<file path="src/core/pwc_defines.vh">
// Register map, field positions, reset values and counts of the pulse unit
`ifndef PWC_DEFINES_VH
`define PWC_DEFINES_VH

// ---------------------------------------------------------------------------
// Register offsets
// ---------------------------------------------------------------------------
`define PWC_ADDR_W 3
`define PWC_OFF_CTRL 3'h0
`define PWC_OFF_PERIOD 3'h1
`define PWC_OFF_DUTY_LOW 3'h2
`define PWC_OFF_DUTY_SHADOW 3'h3
`define PWC_OFF_TIMER_CTRL 3'h4
`define PWC_OFF_TIMER_COUNT 3'h5
`define PWC_OFF_PORT 3'h6
`define PWC_OFF_STATUS 3'h7

// ---------------------------------------------------------------------------
// Field positions
// ---------------------------------------------------------------------------
`define PWC_CTRL_DLSB_HI 5
`define PWC_CTRL_DLSB_LO 4
`define PWC_CTRL_MODE_HI 3
`define PWC_CTRL_MODE_LO 2
`define PWC_MODE_PWM 2'h3
`define PWC_TCTRL_PRE_HI 1
`define PWC_TCTRL_PRE_LO 0
`define PWC_TCTRL_ON 2
`define PWC_TCTRL_POST_HI 6
`define PWC_TCTRL_POST_LO 3
`define PWC_PORT_LATCH 0
`define PWC_PORT_DIR 1
`define PWC_STATUS_POST 0

// ---------------------------------------------------------------------------
// Reset values
// ---------------------------------------------------------------------------
`define PWC_RST_CTRL 8'h00
`define PWC_RST_PERIOD 8'hff
`define PWC_RST_DUTY 8'h00
`define PWC_RST_TCTRL 8'h00
`define PWC_RST_PORT 8'h02

// ---------------------------------------------------------------------------
// Timing counts
// ---------------------------------------------------------------------------
`define PWC_Q_LAST 2'h3
`define PWC_PRE_SEL_1 2'h0
`define PWC_PRE_SEL_4 2'h1
`define PWC_PRE_LAST_1 4'h0
`define PWC_PRE_LAST_4 4'h3
`define PWC_PRE_LAST_16 4'hf

`endif

</file>
<file path="src/core/pwc_pulse_unit.v">
// Timer-based pulse-width output of a capture/compare unit
`timescale 1ns/100ps
`include "pwc_defines.vh"
// ---------------------------------------------------------------------------
// Overview of operation
// - The unit drives a pulse-width output with up to 10-bit duty steps.
// - Writing zero to the whole control register forces the pulse latch low.
// - Period is (period_register + 1) x 4 oscillator clocks x prescale.
// - When the timer equals the period value it clears on next increment.
// - At that increment the low duty is copied into the shadow register.
// - At that increment the pin goes high unless the new duty is zero.
// - The postscaler plays no part in the output period.
// - Duty is low register as eight high bits and control bits 5:4 below.
// - High time is the 10-bit duty x one oscillator clock x prescale.
// - Duty writes may come any time but only act after a period match.
// - In pulse mode the shadow register ignores software writes.
// - Shadow plus a 2-bit latch double buffer duty so no glitch appears.
// - Pin clears when shadow duty equals timer extended by two low bits.
// - A duty longer than the period leaves the pin high all period.
// - Usable resolution is log2 of 4 x (period_register + 1) duty steps per period.
// ---------------------------------------------------------------------------

module pwc_pulse_unit (
	// Clock and reset
	input wire core_clk,
	input wire nrst,
	// Register port
	input wire [`PWC_ADDR_W-1:0] reg_addr,
	input wire [7:0] reg_wdata,
	input wire reg_wr,
	input wire reg_rd,
	output reg [7:0] reg_rdata,
	// Output pin
	output reg pulse_out_pin_o,
	output reg pulse_out_pin_oe
);

// ---------------------------------------------------------------------------
// Register state
// ---------------------------------------------------------------------------
reg [7:0] compare_unit_control_q;
reg [7:0] period_register_q;
reg [7:0] duty_low_register_q;
reg [7:0] duty_shadow_register_q;
reg [7:0] timer_control_q;
reg [7:0] period_timer_count_q;
reg port_c_latch_q;
reg port_c_direction_q;
reg post_flag_q;

// ---------------------------------------------------------------------------
// Time base state
// ---------------------------------------------------------------------------
reg [1:0] q_phase_q;
reg [3:0] pre_cnt_q;
reg [3:0] post_cnt_q;
reg [1:0] duty_lsb_latch_q;
reg pwm_latch_q;

// ---------------------------------------------------------------------------
// Decode
// ---------------------------------------------------------------------------
wire wr_ctrl;
wire wr_period;
wire wr_duty_low;
wire wr_shadow;
wire wr_tctrl;
wire wr_count;
wire wr_port;
wire wr_status;

assign wr_ctrl = reg_wr && (reg_addr == `PWC_OFF_CTRL);
assign wr_period = reg_wr && (reg_addr == `PWC_OFF_PERIOD);
assign wr_duty_low = reg_wr && (reg_addr == `PWC_OFF_DUTY_LOW);
assign wr_shadow = reg_wr && (reg_addr == `PWC_OFF_DUTY_SHADOW);
assign wr_tctrl = reg_wr && (reg_addr == `PWC_OFF_TIMER_CTRL);
assign wr_count = reg_wr && (reg_addr == `PWC_OFF_TIMER_COUNT);
assign wr_port = reg_wr && (reg_addr == `PWC_OFF_PORT);
assign wr_status = reg_wr && (reg_addr == `PWC_OFF_STATUS);

// ---------------------------------------------------------------------------
// Derived controls
// ---------------------------------------------------------------------------
wire pwm_mode;
wire timer_on;
wire [1:0] pre_sel;
wire [3:0] post_sel;
wire [1:0] duty_lsb_wr;
wire [9:0] duty_next;
wire duty_next_zero;

assign pwm_mode = compare_unit_control_q[`PWC_CTRL_MODE_HI:`PWC_CTRL_MODE_LO]
	== `PWC_MODE_PWM;
assign timer_on = timer_control_q[`PWC_TCTRL_ON];
assign pre_sel = timer_control_q[`PWC_TCTRL_PRE_HI:`PWC_TCTRL_PRE_LO];
assign post_sel = timer_control_q[`PWC_TCTRL_POST_HI:`PWC_TCTRL_POST_LO];
assign duty_lsb_wr =
	compare_unit_control_q[`PWC_CTRL_DLSB_HI:`PWC_CTRL_DLSB_LO];
assign duty_next = {duty_low_register_q, duty_lsb_wr};
assign duty_next_zero = (duty_next == 10'h000);

// ---------------------------------------------------------------------------
// Prescale and timer ticks
// ---------------------------------------------------------------------------
reg [3:0] pre_last;
reg [1:0] ext_bits;
wire instr_tick;
wire pre_wrap;
wire tmr_inc;
wire period_match;
wire period_restart;
wire duty_hit;

assign instr_tick = (q_phase_q == `PWC_Q_LAST);

always @* begin
	pre_last = `PWC_PRE_LAST_16;
	ext_bits = pre_cnt_q[3:2];
	case (pre_sel)
		`PWC_PRE_SEL_1: begin
			pre_last = `PWC_PRE_LAST_1;
			ext_bits = q_phase_q;
		end
		`PWC_PRE_SEL_4: begin
			pre_last = `PWC_PRE_LAST_4;
			ext_bits = pre_cnt_q[1:0];
		end
		default: begin
			pre_last = `PWC_PRE_LAST_16;
			ext_bits = pre_cnt_q[3:2];
		end
	endcase
end

assign pre_wrap = (pre_cnt_q == pre_last);
assign tmr_inc = instr_tick && timer_on && pre_wrap;
assign period_match = (period_timer_count_q == period_register_q);
assign period_restart = tmr_inc && period_match;

assign duty_hit = ({duty_shadow_register_q, duty_lsb_latch_q}
	== {period_timer_count_q, ext_bits});

// ---------------------------------------------------------------------------
// Quarter phase and prescaler
// ---------------------------------------------------------------------------
always @(posedge core_clk or negedge nrst) begin
	if (!nrst) begin
		q_phase_q <= 2'h0;
		pre_cnt_q <= 4'h0;
	end else begin
		q_phase_q <= q_phase_q + 2'h1;
		if (wr_tctrl) begin
			pre_cnt_q <= 4'h0;
		end else if (instr_tick && timer_on) begin
			pre_cnt_q <= pre_wrap ? 4'h0 : pre_cnt_q + 4'h1;
		end
	end
end

// ---------------------------------------------------------------------------
// Timer count
// ---------------------------------------------------------------------------
always @(posedge core_clk or negedge nrst) begin
	if (!nrst) begin
		period_timer_count_q <= 8'h00;
	end else if (wr_count) begin
		period_timer_count_q <= reg_wdata;
	end else if (tmr_inc) begin
		period_timer_count_q <= period_match ? 8'h00
			: period_timer_count_q + 8'h01;
	end
end

// ---------------------------------------------------------------------------
// Software registers
// ---------------------------------------------------------------------------
localparam [7:0] port_rst_val = `PWC_RST_PORT;

always @(posedge core_clk or negedge nrst) begin
	if (!nrst) begin
		compare_unit_control_q <= `PWC_RST_CTRL;
		period_register_q <= `PWC_RST_PERIOD;
		duty_low_register_q <= `PWC_RST_DUTY;
		timer_control_q <= `PWC_RST_TCTRL;
		port_c_latch_q <= port_rst_val[`PWC_PORT_LATCH];
		port_c_direction_q <= port_rst_val[`PWC_PORT_DIR];
	end else begin
		if (wr_ctrl) begin
			compare_unit_control_q <= reg_wdata;
		end
		if (wr_period) begin
			period_register_q <= reg_wdata;
		end
		if (wr_duty_low) begin
			duty_low_register_q <= reg_wdata;
		end
		if (wr_tctrl) begin
			timer_control_q <= reg_wdata;
		end
		if (wr_port) begin
			port_c_latch_q <= reg_wdata[`PWC_PORT_LATCH];
			port_c_direction_q <= reg_wdata[`PWC_PORT_DIR];
		end
	end
end

// ---------------------------------------------------------------------------
// Duty double buffer
// ---------------------------------------------------------------------------
// In pulse mode loading only at period end keeps a half-written duty off the pin.
always @(posedge core_clk or negedge nrst) begin
	if (!nrst) begin
		duty_shadow_register_q <= `PWC_RST_DUTY;
		duty_lsb_latch_q <= 2'h0;
	end else if (period_restart) begin
		duty_shadow_register_q <= duty_low_register_q;
		duty_lsb_latch_q <= duty_lsb_wr;
	end else if (wr_shadow && !pwm_mode) begin
		duty_shadow_register_q <= reg_wdata;
	end
end

// ---------------------------------------------------------------------------
// Pulse latch
// ---------------------------------------------------------------------------
always @(posedge core_clk or negedge nrst) begin
	if (!nrst) begin
		pwm_latch_q <= 1'b0;
	end else if (wr_ctrl && (reg_wdata == 8'h00)) begin
		pwm_latch_q <= 1'b0;
	end else if (pwm_mode && period_restart) begin
		pwm_latch_q <= !duty_next_zero;
	end else if (pwm_mode && duty_hit) begin
		pwm_latch_q <= 1'b0;
	end
end

// ---------------------------------------------------------------------------
// Postscaler
// ---------------------------------------------------------------------------
// Only raises a status flag; it never reaches the period logic.
always @(posedge core_clk or negedge nrst) begin
	if (!nrst) begin
		post_cnt_q <= 4'h0;
		post_flag_q <= 1'b0;
	end else begin
		if (period_restart) begin
			post_cnt_q <= (post_cnt_q == post_sel) ? 4'h0
				: post_cnt_q + 4'h1;
		end
		// Set beats a clear in the same cycle
		if (period_restart && (post_cnt_q == post_sel)) begin
			post_flag_q <= 1'b1;
		end else if (wr_status && reg_wdata[`PWC_STATUS_POST]) begin
			post_flag_q <= 1'b0;
		end
	end
end

// ---------------------------------------------------------------------------
// Pin drive
// ---------------------------------------------------------------------------
always @(posedge core_clk or negedge nrst) begin
	if (!nrst) begin
		pulse_out_pin_o <= 1'b0;
		pulse_out_pin_oe <= 1'b0;
	end else begin
		// Compare cycle shows low, else high time runs one long
		pulse_out_pin_o <= pwm_mode ? (pwm_latch_q && !duty_hit)
			: port_c_latch_q;
		pulse_out_pin_oe <= !port_c_direction_q;
	end
end

// ---------------------------------------------------------------------------
// Read port
// ---------------------------------------------------------------------------
reg [7:0] rd_mux;

always @* begin
	rd_mux = 8'h00;
	case (reg_addr)
		`PWC_OFF_CTRL: begin
			rd_mux = compare_unit_control_q;
		end
		`PWC_OFF_PERIOD: begin
			rd_mux = period_register_q;
		end
		`PWC_OFF_DUTY_LOW: begin
			rd_mux = duty_low_register_q;
		end
		`PWC_OFF_DUTY_SHADOW: begin
			rd_mux = duty_shadow_register_q;
		end
		`PWC_OFF_TIMER_CTRL: begin
			rd_mux = timer_control_q;
		end
		`PWC_OFF_TIMER_COUNT: begin
			rd_mux = period_timer_count_q;
		end
		`PWC_OFF_PORT: begin
			rd_mux = {5'h00, pwm_latch_q, port_c_direction_q,
				port_c_latch_q};
		end
		`PWC_OFF_STATUS: begin
			rd_mux = {7'h00, post_flag_q};
		end
		default: begin
			rd_mux = 8'h00;
		end
	endcase
end

// Data held between reads so a stale strobe never shows garbage
always @(posedge core_clk or negedge nrst) begin
	if (!nrst) begin
		reg_rdata <= 8'h00;
	end else if (reg_rd) begin
		reg_rdata <= rd_mux;
	end
end

endmodule // pwc_pulse_unit

</file>
<file path="config.mk">
export PLATFORM = sky130hd
export DESIGN_NAME = pwc_pulse_unit
export DESIGN_NICKNAME = d
export VERILOG_FILES = /design/src/core/pwc_pulse_unit.v
export VERILOG_INCLUDE_DIRS = /design/src /design/src/core
export SDC_FILE = /design/constraint.sdc
export NUM_CORES = 1
export LEC_CHECK = 0
export BUFFER_PORTS_ARGS = -buffer_cell sky130_fd_sc_hd__buf_2
export CORE_ASPECT_RATIO = 1.75
export CORE_MARGIN = 2
export CORE_UTILIZATION = 25
export CTS_BUF_LIST = sky130_fd_sc_hd__clkbuf_16
export CTS_CLUSTER_DIAMETER = 120
export CTS_CLUSTER_SIZE = 30
export DETAILED_ROUTE_END_ITERATION = 12
export GPL_TIMING_DRIVEN = 0
export PLACE_DENSITY = 0.39
export SLEW_MARGIN = 10
export SYNTH_ARGS = -nofsm -noshare
export SYNTH_HDL_FRONTEND = slang
export SYNTH_SLANG_ARGS = --single-unit
</file>
<file path="constraint.sdc">
create_clock -name core_clk -period 2.1 [get_ports core_clk]
set_input_delay 0.42 -clock core_clk [delete_from_list [all_inputs] [get_ports core_clk]]
set_output_delay 0.42 -clock core_clk [all_outputs]
set_load 0.01 [all_outputs]
</file>
# Word-level counts from Yosys, hierarchy flattened
# Index checks and enable logic that the tools add are counted.
op_classes:
  reduce_logical: 31
  addsub: 4
  mux: 18
  eq_ne: 14
op_table:
  columns: ["cell", "n"]
  rows:
  - ["$pmux 8 s8", 1]
  - ["$mux 8", 5]
  - ["$logic_and 1x1->1", 18]
  - ["$mux 4", 4]
  - ["$eq 3x3->1 const B", 4]
  - ["$eq 10x10->1", 1]
  - ["$logic_not 10->1", 1]
  - ["$add 4x1->4 const B", 2]
  - ["$add 8x1->8 const B", 1]
  - ["$eq 4x4->1", 2]
  - ["$eq 8x8->1", 1]
  - ["$logic_not 8->1", 1]
  - ["$pmux 4 s2", 1]
  - ["$reduce_bool 2->1", 4]
  - ["$eq 3x2->1 const B", 2]
  - ["$mux 1", 6]
  - ["$eq 2x2->1 const B", 2]
  - ["$logic_not 1->1", 4]
  - ["$pmux 2 s2", 1]
  - ["$eq 3x1->1 const B", 1]
  - ["$logic_not 3->1", 1]
  - ["$reduce_bool 3->1", 1]
  - ["$add 2x1->2 const B", 1]
  - ["$eq 2x1->1 const B", 1]
  - ["$logic_not 2->1", 1]
totals:
  reg_bits: 74
  wordCells: 84
  output_inout_bits: 10
  in_bits: 15

# Depth between registers and ports, before layout
# Gate-level depths: netlist (run 1).
depth:
  depth_word: 8
  depth_mapped: 7
  mapped_depth_nobuf: 6

# Worst setup path before layout (run 1)
# Ideal clock, no wire load.
synth_timing:
  path_kind: "reg2reg"
  start: "register timer_control_q[0]"
  end: "register post_cnt_q[3]"
  required_ns: 1.973
  synth_period_minus_slack_ns: 1.981
  n_path_buf: 1
  setup_ns: 0.127
  path_slack_ns: 0.119
  t_arrival_ns: 1.854
  stages_incl_launch_ff: 7
  path_cell_list: "dfrtp_1 or3_4 a2111oi_4 o211ai_4 clkbuf_1 o21ai_1 o31ai_2"
synth_between:
  elab_chain_cells: 5
  elab_cells_between_ends: 6
  classes_between: "eq/ne (2); mux (1); reduce/logical (3)"
synth_lines:
  columns: ["item", "line", "source"]
  rows:
  - ["start, declared", "pwc_pulse_unit.v:45", "reg [7:0] timer_control_q;"]
  - ["start signal, assigned", "pwc_pulse_unit.v:184", "timer_control_q <= `PWC_RST_TCTRL;"]
  - ["start signal, assigned", "pwc_pulse_unit.v:198", "timer_control_q <= reg_wdata;"]
  - ["$eq 2x1->1 / $logic_not 2->1 (equally long branches)", "pwc_pulse_unit.v:119", "case (pre_sel)"]
  - ["$pmux 4 s2 *", "pwc_pulse_unit.v:119", null]
  - ["$eq 4x4->1 *", "pwc_pulse_unit.v:135", "assign pre_wrap = (pre_cnt_q == pre_last);"]
  - ["$logic_and 1x1->1 *", "pwc_pulse_unit.v:136", "assign tmr_inc = instr_tick && timer_on && pre_wrap;"]
  - ["$logic_and 1x1->1 *", "pwc_pulse_unit.v:138", "assign period_restart = tmr_inc && period_match;"]
  - ["end signal, assigned", "pwc_pulse_unit.v:248", "post_cnt_q <= (post_cnt_q == post_sel) ? 4'h0"]
  - ["end, declared", "pwc_pulse_unit.v:56", "reg [3:0] post_cnt_q;"]
# Every way passes the cells marked *; elsewhere a longest branch is shown, timed or not.
# A chain may end at the register's enable or synchronous reset.

# Worst setup path in the final report (run 1)
layout_timing:
  start: "register pre_cnt_q[0]"
  end: "register pwm_latch_q"
layout_between:
  elab_chain_cells: 6
  elab_cells_between_ends: 10
  classes_between: "eq/ne (2); mux (3); reduce/logical (5)"
layout_lines:
  columns: ["item", "line", "source"]
  rows:
  - ["start, declared", "pwc_pulse_unit.v:55", "reg [3:0] pre_cnt_q;"]
  - ["start signal, assigned", "pwc_pulse_unit.v:155", "pre_cnt_q <= pre_wrap ? 4'h0 : pre_cnt_q + 4'h1;"]
  - ["parallel branches: the longest is 6 deep, another holds $eq 10x10->1", null, null]
  - ["end signal, assigned", "pwc_pulse_unit.v:232", "pwm_latch_q <= !duty_next_zero;"]
  - ["end, declared", "pwc_pulse_unit.v:58", "reg pwm_latch_q;"]
# Parallel ways; which one is timed is not known.

==> impl_metrics.ini, run 1 <==
[setup_path]
cp_max_fo = 6
crit_required_ps = 2330
r2r_cells = 6
cp-startpoint = pre_cnt_q[0]
rr_endpoint = pwm_latch_q
start_kind = flip-flop
cp_cell_sequence = or3_4 -> a2111oi_4 -> o211ai_4 -> buf_12 -> o31a_1 -> a31o_2
endpoint_kind = flip-flop
crit_type = reg -> reg
regToRegStartpoint = pre_cnt_q[0]
arrival_ps = 2270
cpPeakStageDelay_ps = 430
r2r_slack_ps = 50
endpoint = pwm_latch_q
slowest_stage = a2111oi_4

[global_route]
grt_start_max_net_pins = 40
grt_pass1_vias = 3216
antenna_found_initial = 0
grt_overflow_total = 0
grtUsageTotal_pct = 16.0
grt_pass1_wl_um = 20000

[finish]
nNetsFinal = 439
antenna_cells = 0
drive_gt1_share_pct = 28.0
area_delta_synth_final_pct = 19.5
register_area_um2 = 1870
fill_cells = 1625
multi_input_area_um2 = 2070
final_area_um2 = 4780

[placement]
dpl.hpwl_um = 9840
pre_cts_ws_ps = -537
place.port_buffers = 21
placed_cell_area_um2 = 4370
gp_congestion = 0.855

[clocking]
clk_transition_reported_paths_ps = 60
h-tree-depth = 3
ctsHoldBuffers = 0
clk-insertion-delay-late_ps = 330
root_buffer = clkbuf_16
cts_made_buffers = 9
cts_sinks = 74
clockBufferDepth = 2
cts_tree = built

[drt]
via_per_inst = 5.11
route.detailed.drc = 0
first_iter_violations = 176
dr.pass1.iters = 5
dr_total_vias = 3140
antenna_left = 0
wl_per_cell_um = 21.3
wl_um = 13100

[synthesis]
ys_ff_latch = 74
ys_seq_area_share_pct = 46.6
yosysTopAreaCellShare_pct = 40.7
syn_area_um2 = 4000
synth_flop_cell = dfrtp_1
syn_nets = 404
synthCells = 385
ys_async_sr_fraction_pct = 100
yosys_warnings = 0
synth_area_leader_cell = dfrtp_1
ys_top_cells_by_area = dfrtp_1 41%, mux2_2 9.8%, dfstp_2 5.9%, xor2_1 4.8%, mux2i_1 3.5%
yosysMostFrequentCell = dfrtp_1
synth_edf_count = 0
synth_area_per_cell_um2 = 10.4
synthTopCellsByCount = 65 x dfrtp_1, 35 x mux2_2, 28 x nand2_1, 28 x o21ai_0, 25 x nor2_1
synth_cell_types = 52

[power]
p_leak_uw = 0.00194
powerDensity_nw_per_um2 = 1020
vdd_drop_max_mv = 0.405

[die]
dieArea_um2 = 17100
fp.dieW_um = 99.6
die_h_um = 171
initial_utilization_pct = 25.3
core_um2 = 15800
io_pins = 25
num_rows = 61

[sta]
timing.final.crit_share_pct = 97.4
slew_headroom_pct = 48.8
rsz0062_at_grt = yes
slew_viol_final = 0
final.min_clock_period_ps = 2050
setup_violations = 0
hold_viol_final = 0
tightest_slew_ps = 765
setup_slack_ps = 53.9
hold_ws_ps = 67.2
fin_worst_skew_ps = 6.83
fin_setup_tns_ps = 0
fmax_ghz = 0.489

[flow_run]
max_cap_viol_count = 0

[hold_path]
hold_class = in -> async

[run_status]
outcome = complete, no violations
==> metrics by stage <==
step | cells | utilization [%] | total power (uW)
final | 614 | 30.3 | 4880
after global routing | 614 | 30.3 | 5130
after CTS | 615 | 30.0 | 4910
after detailed placement | 596 | 27.6 | 3290
after global placement | 595 | 27.5 | 3270
after floorplan | 385 | - | 2820
==> cells by family (layout without fill, tap and decap cells) <==
family	count (synthesis)	count (layout)	share of synthesized area (%)
AND/OR/NAND/NOR	110	110	14.4
AO/OA/AOI/OAI	91	91	15.8
flip-flops	74	74	46.6
multiplexers	50	50	13.9
buffers and inverters	34	74	3.35
XOR/XNOR	22	22	4.82
adder cells (fa/ha/maj)	4	4	1.25
==> where the power goes <==
part | internal, uW | leakage [uW] | switching (uW)
Sequential | 1770 | 0.000875 | 414
Clock | 908 | 0.000146 | 605
Combinational | 558 | 0.000922 | 628
==> sequential cells by signal (all words and copies together), names as in the netlist, 8 cells and up <==
| register | count |
|---|---|
| period_register_q | 8 |
| compare_unit_control_q | 8 |
| timer_control_q | 8 |
| reg_rdata | 8 |
| duty_low_register_q | 8 |
| period_timer_count_q | 8 |
| duty_shadow_register_q | 8 |
==> layout by cell type (no fill, tap or decap), drive strengths merged, types with 6 or more instances in the layout <==
master	instances
dfrtp	65
mux2	35
buf	33
o21ai	29
nand2	28
nor2	25
xor2	22
a21oi	20
clkbuf	20
inv	16
mux2i	14
nand3	12
dfstp	9
nor4	9
nand2b	6
a31oi	6
nor3	6
==> critical path: cells and delay by family, from the launching register on <==
kind,cells,cell delay (ps)
buf+inv,1,170
simple gates,1,390
flops,1,420
compound gates,4,950
==> layout make-up <==
cell class	count	area share, %
buffer	16	1.62
clock buffer	9	4.71
clock inverter	7	1.26
multi-input combinational	277	43.4
tap	189	4.95
sequential	74	39.1
inverter	14	1.10
timing repair buffer	28	3.87
==> how the worst min path moves through the flow <==
| stage | start | end | slack [ps] | cells after the start |
|---|---|---|---|---|
| 2_1_floorplan | nrst | compare_unit_control_q[0] | 120 | 0 |
| 3_3_place_gp | port_c_direction_q | pulse_out_pin_oe | 460 | 1 |
| 3_5_place_dp | nrst | duty_low_register_q[4] | 450 | 1 |
| 4_1_cts | nrst | duty_low_register_q[4] | 90 | 1 |
| 5_1_grt | nrst | period_timer_count_q[7] | 110 | 1 |
| 6_report | nrst | period_timer_count_q[7] | 70 | 1 |
==> what timing repair did <==
action | 4_1_cts | 5_1_grt
resized for setup | 14 | 11
buffers inserted | 4 | 2
pin swaps | 3 | 7
setup endpoints to repair | 36 | 38
==> routing by layer <==
layer | global-route usage, % | wire length, um | part of all wire (%) | vias to the layer above
met2 | 30.7 | 7450 | 57 | 64
met1 | 16.4 | 4800 | 37 | 1582
met5 | 0 | 0 | 0 | -
met3 | 2.15 | 260 | 2.0 | 21
li1 | - | - | - | 1473
met4 | 8.28 | 567 | 4.3 | 0
No activity file was read; power rests on OpenSTA's default activity.
==> inputs of run 2 (changes only) <==
CELL_PAD_IN_SITES_DETAIL_PLACEMENT = 0   (was unset)
CELL_PAD_IN_SITES_GLOBAL_PLACEMENT = 1   (was unset)
CORE_UTILIZATION = 45   (was 25)
PLACE_DENSITY = 0.74   (was 0.39)
==> impl_metrics.ini, run 2 (synthesized netlist as in run 1, its figures left out) <==
[run_status]
outcome = complete, no violations

[global_route]
grtUsageTotal_pct = 25.8
grt_start_max_net_pins = 60
grt_pass1_vias = 3211
antenna_found_initial = 0
grt_pass1_wl_um = 18100
grt_overflow_total = 0

[die]
initial_utilization_pct = 46.1
fp.dieW_um = 75.3
dieArea_um2 = 9690
io_pins = 25
num_rows = 45
die_h_um = 129
core_um2 = 8670

[finish]
drive_gt1_share_pct = 27.9
final_cell_mix = 62 x dfrtp_1, 35 x mux2_2, 28 x o21ai_0
area_delta_synth_final_pct = 18.1
fill_cells = 811
final_common_cell = dfrtp_1
nNetsFinal = 440
antenna_cells = 0
fin_util_pct = 54.5
final_area_um2 = 4720

[placement]
placed_cell_area_um2 = 4280
gp_congestion = 0.959
place.port_buffers = 21
pre_cts_ws_ps = -561
dpl.hpwl_um = 8380

[sta]
slew_viol_final = 0
setup_violations = 0
fin_setup_tns_ps = 0
timing.final.crit_share_pct = 97.2
final.min_clock_period_ps = 2040
setup_slack_ps = 58.8
hold_viol_final = 0
fmax_ghz = 0.490
fin_worst_skew_ps = 6.88
tightest_slew_ps = 772
slew_headroom_pct = 48.1
rsz0062_at_grt = yes

[setup_path]
crit_type = reg -> reg
r2r_cells = 5
endpoint_kind = flip-flop
r2r_slack_ps = 60
cp_max_fo = 9
start_kind = flip-flop
rr_endpoint = post_cnt_q[3]
crit_required_ps = 2350
arrival_ps = 2290
regToRegStartpoint = timer_control_q[0]

[clocking]
root_buffer = clkbuf_16
cts_made_buffers = 9
clk_transition_reported_paths_ps = 60
h-tree-depth = 3
cts_tree = built
clk-insertion-delay-late_ps = 340
cts_sinks = 74
clockBufferDepth = 2

[drt]
route.detailed.drc = 0
first_iter_violations = 237
antenna_left = 0
dr_total_vias = 3190
via_per_inst = 5.87
wl_um = 11300
wl_per_cell_um = 20.9
dr.pass1.iters = 5

[power]
swShare_pct = 31.3
p_leak_uw = 0.00197
clkPwrFrac_pct = 34.6
p_seq_share_pct = 42.8
vdd_drop_max_mv = 0.579
comb_power_share_pct = 22.6
p_switching_uw = 1580
power.internal_uw = 3460
finalPower_uw = 5040
powerDensity_nw_per_um2 = 1070

[hold_path]
hp-start = reg_rd
holdPathEnd = reg_rdata[6]
hold_class = in -> reg
hold_depth = 3

[flow_run]
max_cap_viol_count = 0
-- run 2: cell types whose count changed in the layout (fill, tap and decap cells not counted), sizes merged --
cell	change
buf	-1
bufinv	+2
clkbuf	+1
clkinv	-2
clkinvlp	+1
dlygate4sd3	+1
inv	-1
-- run 2: worst max path at each step --
stage                               to  cells past startpoint          startpoint
floorplan                post_cnt_q[3]                      6  timer_control_q[0]
global placement    timer_control_q[2]                      6         reg_addr[2]
detailed placement  timer_control_q[2]                      6         reg_addr[2]
CTS                      post_cnt_q[3]                      5  timer_control_q[0]
global route             post_cnt_q[3]                      5  timer_control_q[0]
finish                   post_cnt_q[3]                      5  timer_control_q[0]
-- run 2: routing by layer --
metal	track usage [%]	routed length [um]	vias to the layer above
met4	17.2	748	0
met1	30.8	4240	1563
met2	41.2	5860	109
li1	-	-	1470
met5	0	0	-
met3	4.46	494	48
-- run 2: cell type report --
cell class	instances	area (um2)	share of cell area (%)
multi-input combinational	277	2060	43.5
sequential	74	1870	39.5
clock buffer	9	225	4.77
timing repair buffer	28	183	3.87
tap	117	146	3.10
clock inverter	7	110	2.33
buffer	17	83.8	1.77
inverter	14	52.6	1.11
-- run 2: per-stage QoR --
step           hold slack [ps]  cells
3_3_place_gp               433    523
2_1_floorplan              124    385
5_1_grt                    417    543
6_report                   407    543
3_5_place_dp               304    524
4_1_cts                    395    540
-- run 2: timing repair --
action | CTS | global route
hold endpoints to repair | 11 | 0
pin swaps | 1 | 3
resized for setup | 10 | 15
endpoints found under the setup margin | 44 | 36
hold buffers | 1 | 0
setup buffers | 0 | 5
-- run 2: power by group through the flow --
stage | logic (uW) | registers, uW | clock network (uW)
after floorplan | 793 | 2030 | 0
after global placement | 1080 | 2120 | 0
after detailed placement | 1110 | 2140 | 0
after CTS | 1140 | 2140 | 1760
after global routing | 1260 | 2210 | 1840
final | 1140 | 2160 | 1740
-- run 2: worst max-delay path, stage by stage (launching register included) --
cell	delay, ps
dfrtp_2	450
or3_4	420
a2111oi_4	380
o211ai_4	210
or2_4	300
o31ai_2	200
